===== config.mk =====
export PLATFORM = sky130hd
export DESIGN_NAME = pacer_timer_counter_config
export DESIGN_NICKNAME = d
export VERILOG_FILES = /design/src/pacer_pkg.sv /design/src/pace_counter16.sv /design/src/pacer_timer_counter_config.sv
export VERILOG_INCLUDE_DIRS = /design/src
export SDC_FILE = /design/constraint.sdc
export NUM_CORES = 1
export LEC_CHECK = 0
export ABC_AREA = 1
export BUFFER_PORTS_ARGS = -buffer_cell sky130_fd_sc_hd__buf_2
export CAP_MARGIN = 5
export CORE_UTILIZATION = 60
export CTS_CLUSTER_SIZE = 25
export DETAILED_ROUTE_END_ITERATION = 16
export PLACE_DENSITY = 0.74
export SLEW_MARGIN = 20
export SYNTH_ARGS = -nofsm -noshare
export SYNTH_HDL_FRONTEND = slang
export SYNTH_HIERARCHICAL = 1
export SYNTH_SLANG_ARGS = --single-unit

===== constraint.sdc =====
create_clock -name core_clk_i -period 7.5 [get_ports core_clk_i]
set_input_delay 0 -clock core_clk_i [delete_from_list [all_inputs] [get_ports core_clk_i]]
set_output_delay 0 -clock core_clk_i [all_outputs]
set_load 0.01 [all_outputs]

===== src/pacer_params.svh =====
`ifndef PACER_PARAMS_SVH
`define PACER_PARAMS_SVH

// Byte offsets above the card base address
`define PACER_OFS_COUNTER0 8'hC0
`define PACER_OFS_COUNTER1 8'hC4
`define PACER_OFS_COUNTER2 8'hC8
`define PACER_OFS_CONTROL 8'hCC

// Control word fields
`define PACER_CW_SEL_HI 7
`define PACER_CW_SEL_LO 6
`define PACER_CW_PERIODIC 0
`define PACER_CW_SEL_NONE 2'h3

// Clocking
`define PACER_CORE_CLK_HZ 100000000
`define PACER_INT_CLK_HZ 2000000
`define PACER_EXT_CLK_MAX_HZ 10000000
`define PACER_DIV_COUNT (`PACER_CORE_CLK_HZ / `PACER_INT_CLK_HZ)

// Reset values
`define PACER_RST_BYTE 8'h00
`define PACER_RST_COUNT 16'h0000

`endif


===== src/pacer_pkg.sv =====
`default_nettype none

package pacer_pkg;

  typedef logic [15:0] count_t;
  typedef logic [7:0] byte_t;

  typedef struct packed {
    count_t count;
    count_t reload;
    logic run;
    logic periodic;
    logic out;
    logic tc;
  } unit_s;

  typedef struct packed {
    logic [2:0] wr_hi;
    logic [2:0] rd_hi;
    logic [2:0][7:0] lo_byte;
    logic [2:0] periodic;
    logic [2:0] load;
    logic [2:0] stop;
    count_t load_val;
    logic [4:0] pin_s1;
    logic [4:0] pin_s2;
    logic [2:0] ext0_s;
    logic [2:0] ext1_s;
    logic [5:0] div_cnt;
    logic int_tick;
    byte_t rdata;
    logic rvalid;
    logic [2:0] cout;
    logic pacer;
    logic diff_mode;
  } top_s;

endpackage : pacer_pkg

`default_nettype wire


===== src/pace_counter16.sv =====
`timescale 1ns/1ps
`default_nettype none

module pace_counter16 (
  // Clock and reset
  input wire logic core_clk_i,
  input wire logic rst_i,
  // Control
  input wire logic tick_i,
  input wire logic gate_i,
  input wire logic load_i,
  input wire logic stop_i,
  input wire logic periodic_i,
  input wire pacer_pkg::count_t load_val_i,
  // Status
  output pacer_pkg::count_t count_o,
  output logic out_o,
  output logic tc_o
);
  import pacer_pkg::*;

  unit_s q;
  unit_s d;

  always_comb begin
    d = q;
    d.tc = 1'b0;
    if (stop_i) begin
      d.run = 1'b0;
      d.out = 1'b0;
    end else if (load_i) begin
      d.count = load_val_i;
      d.reload = load_val_i;
      d.periodic = periodic_i;
      d.run = 1'b1;
    end else if (tick_i && gate_i && q.run) begin
      // A loaded zero counts the full 65536 states
      if (q.count == 16'h0001) begin
        d.tc = 1'b1;
        d.out = ~q.out;
        d.count = q.reload;
        d.run = q.periodic;
      end else begin
        d.count = q.count - 16'h0001;
      end
    end
  end

  always_ff @(posedge core_clk_i or posedge rst_i) begin
    if (rst_i) begin
      q <= '0;
    end else begin
      q <= d;
    end
  end

  assign count_o = q.count;
  assign out_o = q.out;
  assign tc_o = q.tc;

endmodule : pace_counter16

`default_nettype wire


===== src/pacer_timer_counter_config.sv =====
// What this block does
// - Three independent 16-bit counters, numbered zero to two.
// - Counters zero and two chain into one 32-bit timer.
// - Four host registers span base plus 0xC0 through base plus 0xCC.
// - Counter zero clock is internal 2 MHz or external pin, by jumper.
// - Counter two gate is external pin or counter zero output; pin default.
// - All analog inputs share one mode: 16 single-ended or 8 differential.
// - With no jumper fitted the analog inputs are single-ended.
// - Counter two paces conversions; counters zero and one stay general.
`timescale 1ns/1ps
`default_nettype none

`include "pacer_params.svh"

module pacer_timer_counter_config #(
  parameter int unsigned DIV_COUNT = `PACER_DIV_COUNT
) (
  // Clock and reset
  input wire logic core_clk_i,
  input wire logic rst_i,
  // Host register access, 8-bit data
  input wire logic [7:0] host_addr_i,
  input wire logic host_wr_i,
  input wire logic host_rd_i,
  input wire pacer_pkg::byte_t host_wdata_i,
  output pacer_pkg::byte_t host_rdata_o,
  output logic host_rvalid_o,
  // Board pins and jumpers
  input wire logic ext_clk0_i,
  input wire logic ext_clk1_i,
  input wire logic ext_gate2_i,
  input wire logic timer0_clock_select_jumper_i,
  input wire logic counter2_gate_select_jumper_i,
  input wire logic input_type_select_jumper_i,
  input wire logic cascade_select_i,
  // Timer outputs
  output logic [2:0] counter_out_o,
  output logic pacer_trigger_o,
  // Analog input mode, high for differential
  output logic diff_mode_o
);
  import pacer_pkg::*;

  if (DIV_COUNT < 2 || DIV_COUNT > 64) begin : g_div_check
    $error("DIV_COUNT must lie between 2 and 64");
  end

  if (`PACER_CW_SEL_HI != `PACER_CW_SEL_LO + 1) begin : g_sel_check
    $error("Counter select field must be two bits wide");
  end

  if (`PACER_OFS_COUNTER1 - `PACER_OFS_COUNTER0 != 8'h04) begin : g_stride_check
    $error("Counter registers must sit four bytes apart");
  end

  localparam logic [5:0] DIV_LAST = 6'(DIV_COUNT - 1);

  top_s q;
  top_s d;
  count_t cnt [3];
  logic [2:0] unit_out;
  logic [2:0] unit_tc;
  logic [2:0] tick;
  logic [2:0] gate;

  // Returns {hit, index}; index 3 is the control word
  function automatic logic [2:0] decode_ofs(input logic [7:0] a);
    logic [2:0] r;
    r = 3'h0;
    unique case (a)
      `PACER_OFS_COUNTER0: r = 3'h4;
      `PACER_OFS_COUNTER1: r = 3'h5;
      `PACER_OFS_COUNTER2: r = 3'h6;
      `PACER_OFS_CONTROL: r = 3'h7;
      default: r = 3'h0;
    endcase
    return r;
  endfunction : decode_ofs

  // Rising edge seen between the second and third stages of a pin chain
  function automatic logic rise_of(input logic [2:0] s);
    return s[1] & ~s[2];
  endfunction : rise_of

  // Byte of a count picked by the read pointer
  function automatic byte_t count_byte(input count_t c, input logic hi);
    return hi ? c[15:8] : c[7:0];
  endfunction : count_byte

  // Synchronised pin order: clk sel, gate sel, input type, gate pin, cascade
  logic clk0_ext_sel;
  logic gate2_cout_sel;
  logic gate2_pin;
  logic cascade_on;
  logic ext0_rise;
  logic ext1_rise;

  always_comb begin
    clk0_ext_sel = q.pin_s2[0];
    gate2_cout_sel = q.pin_s2[1];
    gate2_pin = q.pin_s2[3];
    cascade_on = q.pin_s2[4];
    // Edges come from the second and third stages only
    ext0_rise = rise_of(q.ext0_s);
    ext1_rise = rise_of(q.ext1_s);
    // Sampling at 100 MHz resolves an external clock up to 10 MHz
    tick[0] = clk0_ext_sel ? ext0_rise : q.int_tick;
    tick[1] = ext1_rise;
    // Chained: counter two counts counter zero terminal counts
    tick[2] = cascade_on ? unit_tc[0] : q.int_tick;
    // Only counter two has a gate; the others always count
    gate[0] = 1'b1;
    gate[1] = 1'b1;
    gate[2] = gate2_cout_sel ? unit_out[0] : gate2_pin;
  end

  // Host strobe decode, kept apart so each path below reads plainly
  logic [2:0] hit;
  logic [1:0] idx;
  logic [1:0] sel;
  logic wr_ctrl;
  logic wr_lo_byte;
  logic wr_hi_byte;
  logic rd_count;
  byte_t rd_byte;

  always_comb begin
    hit = decode_ofs(host_addr_i);
    idx = hit[1:0];
    sel = host_wdata_i[`PACER_CW_SEL_HI:`PACER_CW_SEL_LO];
    // Index three is the control word and never a counter
    wr_ctrl = host_wr_i && hit[2] && idx == 2'h3;
    wr_lo_byte = host_wr_i && hit[2] && idx != 2'h3 && !q.wr_hi[idx];
    wr_hi_byte = host_wr_i && hit[2] && idx != 2'h3 && q.wr_hi[idx];
    rd_count = host_rd_i && hit[2] && idx != 2'h3;
    // Control word is write-only; unmapped reads return zero
    rd_byte = `PACER_RST_BYTE;
    if (rd_count) begin
      rd_byte = count_byte(cnt[idx], q.rd_hi[idx]);
    end
  end

  always_comb begin
    d = q;
    d.load = 3'h0;
    d.stop = 3'h0;
    d.rvalid = 1'b0;
    d.pin_s1 = {cascade_select_i, ext_gate2_i, input_type_select_jumper_i,
                counter2_gate_select_jumper_i, timer0_clock_select_jumper_i};
    d.pin_s2 = q.pin_s1;
    d.ext0_s = {q.ext0_s[1:0], ext_clk0_i};
    d.ext1_s = {q.ext1_s[1:0], ext_clk1_i};
    // Internal 2 MHz reference as a one-cycle enable
    d.int_tick = (q.div_cnt == DIV_LAST);
    d.div_cnt = d.int_tick ? 6'h00 : q.div_cnt + 6'h01;
    if (wr_ctrl && sel != `PACER_CW_SEL_NONE) begin
      // Control word restarts byte order and stops the chosen counter
      d.wr_hi[sel] = 1'b0;
      d.rd_hi[sel] = 1'b0;
      d.periodic[sel] = host_wdata_i[`PACER_CW_PERIODIC];
      d.stop[sel] = 1'b1;
    end
    if (wr_lo_byte) begin
      d.lo_byte[idx] = host_wdata_i;
      d.wr_hi[idx] = 1'b1;
    end
    if (wr_hi_byte) begin
      // One shared load word is safe: only one byte write lands per cycle
      d.load_val = {host_wdata_i, q.lo_byte[idx]};
      d.load[idx] = 1'b1;
      d.wr_hi[idx] = 1'b0;
    end
    if (host_rd_i) begin
      d.rvalid = 1'b1;
      d.rdata = rd_byte;
    end
    if (rd_count) begin
      // Live count, no latch: a count moving between bytes can tear
      d.rd_hi[idx] = ~q.rd_hi[idx];
    end
    d.cout = unit_out;
    d.pacer = unit_tc[2];
    // One jumper sets every channel; open jumper means single-ended
    d.diff_mode = q.pin_s2[2];
  end

  always_ff @(posedge core_clk_i or posedge rst_i) begin
    if (rst_i) begin
      q <= '0;
    end else begin
      q <= d;
    end
  end

  for (genvar i = 0; i < 3; i++) begin : g_unit
    pace_counter16 u_cnt (
      .core_clk_i(core_clk_i),
      .rst_i(rst_i),
      .tick_i(tick[i]),
      .gate_i(gate[i]),
      .load_i(q.load[i]),
      .stop_i(q.stop[i]),
      .periodic_i(q.periodic[i]),
      .load_val_i(q.load_val),
      .count_o(cnt[i]),
      .out_o(unit_out[i]),
      .tc_o(unit_tc[i])
    );
  end

  assign host_rdata_o = q.rdata;
  assign host_rvalid_o = q.rvalid;
  assign counter_out_o = q.cout;
  assign pacer_trigger_o = q.pacer;
  assign diff_mode_o = q.diff_mode;

endmodule : pacer_timer_counter_config

`default_nettype wire


==> qor.yml <==
status:
  status: "completed"
setup_path:
  rrSetupSlack_ps: 5220
  crit_fanout: 32
  cp_cell_sequence: "nand2_1 > mux2_2"
  worst-endpoint-required_ps: 7820
  timing.rr.start: "q[57]"
  crit_slowest_cell: "sky130_fd_sc_hd__dfrtp_1"
  crit-reg2reg-capture: "g_unit[1].u_cnt/q[11]"
  critPathArrivalTime_ps: 2600
  cp_top_family: "flip-flops"
  cp-start-kind: "register"
  worst_path_largest_cell_delay_ps: 870
  worst-path-buf-inv: 0
  timing_worst_setup_path_type: "reg -> reg"
  length_in_cells_of_the_worst_reg_to_reg_path: 2
  timing.critical_path.from: "q[57]"
  crit_path_end_kind: "register"
clock_network:
  post_cts_resized: 0
  tritoncts.num_buffers: 17
  latest_clock_arrival_within_the_worst_skew_pair_ps: 450
  holdBufCountCts: 19
  cts_tree: "done"
  clock_path_buffers: 2
  post-cts-setup-buffers: 0
  htreeDepth: 4
  cts.clk_slew.worst_paths_ps: 80
  clock_sink_count: 199
  root_buffer: "sky130_fd_sc_hd__clkbuf_16"
floorplanning:
  row_count: 50
  core_area_mm2: 0.0188
  design.die.area_mm2: 0.0198
  starting_utilization_of_the_core_area_pct: 61.4
  io-pin-count: 41
  width_of_the_die_um: 141
  die-height_um: 141
min_path:
  hold_path.class: "in -> reg"
  timing.hold.worst_path_depth: 5
  holdCritStartpoint: "host_wr_i"
  hold_end: "q[58]"
drt:
  drt.antenna.violating_nets: 0
  vias_per_cell: 5.42
  dr.first_iter.drc_count: 887
  drt_wl_total_um: 29000
  route.detailed.drc: 0
  drt-pass1-iter-count: 5
  detail_route.wl_per_cell_um: 16.1
  via_count: 9760
sta:
  fin_crit_sh_pct: 30.4
  finalCriticalPeriod_ps: 2280
  finalClockSkew_ps: 15.4
  max-slew-margin-rel_pct: 26.5
  worstMarginPinSlew_ps: 1100
  max_freq_ghz: 0.439
  report.final.hold_viol_count: 0
  setup_viol: 0
  number_of_max_slew_violations_in_the_final_report: 0
  grt_setup_unrepaired: "no"
  sum_of_negative_setup_slack_ps: 0
final_layout:
  final_design_area_no_fill_mm2: 0.0122
  final_core_utilization_pct: 64.9
  post_route_cells_drive_above_1_share_pct: 10.8
  area_growth_pct: 5.69
  final_nets: 1587
pwr:
  power_frac_seq_pct: 40.2
  cellLeakagePower_uw: 0.00634
  p_sw_uw: 1340
  power.switching_fraction_pct: 40.4
  internal_power_uw: 1980
  clock_power_share_pct: 28.7
  comb_power_share_pct: 31.0
  power.density_mw_per_mm2: 272
  max-vdd-ir-drop_v: 0.000196
global_route:
  grt_overflow_total: 0
  grt_pass1_vias: 9108
  antenna_found_initial: 0
  first_pass_grt_wire_length_um: 47300
  grtUsageTotal_pct: 31.0
  grt_start_max_net_pins: 68
place:
  dpl.hpwl_um: 19500
  placement.cell_area_mm2: 0.0113
  place_congestion: 0.934
  port_buffers: 40
synthesis:
  postSynthCellCount: 1574
  syn-mean-instance-area_um2: 7.32
  mappedNetlistArea_mm2: 0.0115
  synth.yosys.warnings: 6
job:
  timing.max_cap.violations: 0
-- cells in the final DEF (no fill, tap or decap), types with 39 or more instances in the layout --
cell,instances
sky130_fd_sc_hd__buf_2,40
sky130_fd_sc_hd__o21ai_0,79
sky130_fd_sc_hd__nor2_1,84
sky130_fd_sc_hd__nand2_1,534
sky130_fd_sc_hd__nand3_1,134
sky130_fd_sc_hd__dfrtp_1,199
sky130_fd_sc_hd__inv_1,210
sky130_fd_sc_hd__o21ai_1,39
sky130_fd_sc_hd__a21oi_1,59
-- worst max-delay path by stage --
stage                     slack [ps]  cells past startpoint                          to
after global placement          5170                      7                       q[70]
after detailed placement        5060                      7                       q[76]
final                           5220                      2       g_unit[1].u_cnt/q[11]
after CTS                       5250                      2       g_unit[2].u_cnt/q[11]
after global routing            5020                     10  g_unit[0].u_cnt/count_o[0]
after floorplan                 5110                      1                  cascade_on
-- metrics by stage --
step,power (uW),setup WS (ps),std cells,hold slack (ps)
after floorplan,2250,5110,1575,31.4
after global placement,2330,5170,1748,24.9
after detailed placement,2350,5060,1748,32.6
after CTS,3320,5250,1799,24.5
after global routing,3540,5020,1799,82.0
final,3320,5220,1800,35.8
-- flip-flops by register name, indices dropped and copies added, names as in the netlist --
signal,count
host_rdata_o,8
diff_mode_o,1
counter_out_o,3
g_unit.u_cnt/count_o,48
cascade_on,1
d,10
host_rvalid_o,1
gate2_pin,1
g_unit.u_cnt/tc_o,2
clk0_ext_sel,1
g_unit.u_cnt/q,54
pacer_trigger_o,1
g_unit.u_cnt/out_o,3
gate2_cout_sel,1
q,64
-- power groups by stage --
stage	sequential [uW]	clock (uW)	combinational (uW)
3_3_place_gp	1350	0	984
6_report	1330	954	1030
4_1_cts	1330	968	1020
3_5_place_dp	1350	0	1000
2_1_floorplan	1290	0	957
5_1_grt	1350	1010	1170
-- final cells by class --
class	count	area, um^2
fill	1662	6590
tap	234	293
sequential	199	4980
multi-input combinational	1049	5010
clock inverter	14	191
timing repair buffer	65	435
clock buffer	18	439
inverter	220	828
antenna	1	2.50
-- worst min-delay path, cell delays in order --
cell and delay (ps):
sky130_fd_sc_hd__buf_2 120, sky130_fd_sc_hd__inv_1 90, sky130_fd_sc_hd__nor3_4 90, sky130_fd_sc_hd__nand3_1 110, sky130_fd_sc_hd__inv_1 40
-- layer usage --
metal  GRT usage (%)  wire length (um)  vias to the layer above
met1            41.5             12700                     4576
li1                -                 -                     4785
met5               0                 0                        -
met3            6.05              1790                       54
met2            49.5             13400                      345
met4            13.6              1010                        0
Note: power is estimated with default switching activity, not from simulation.
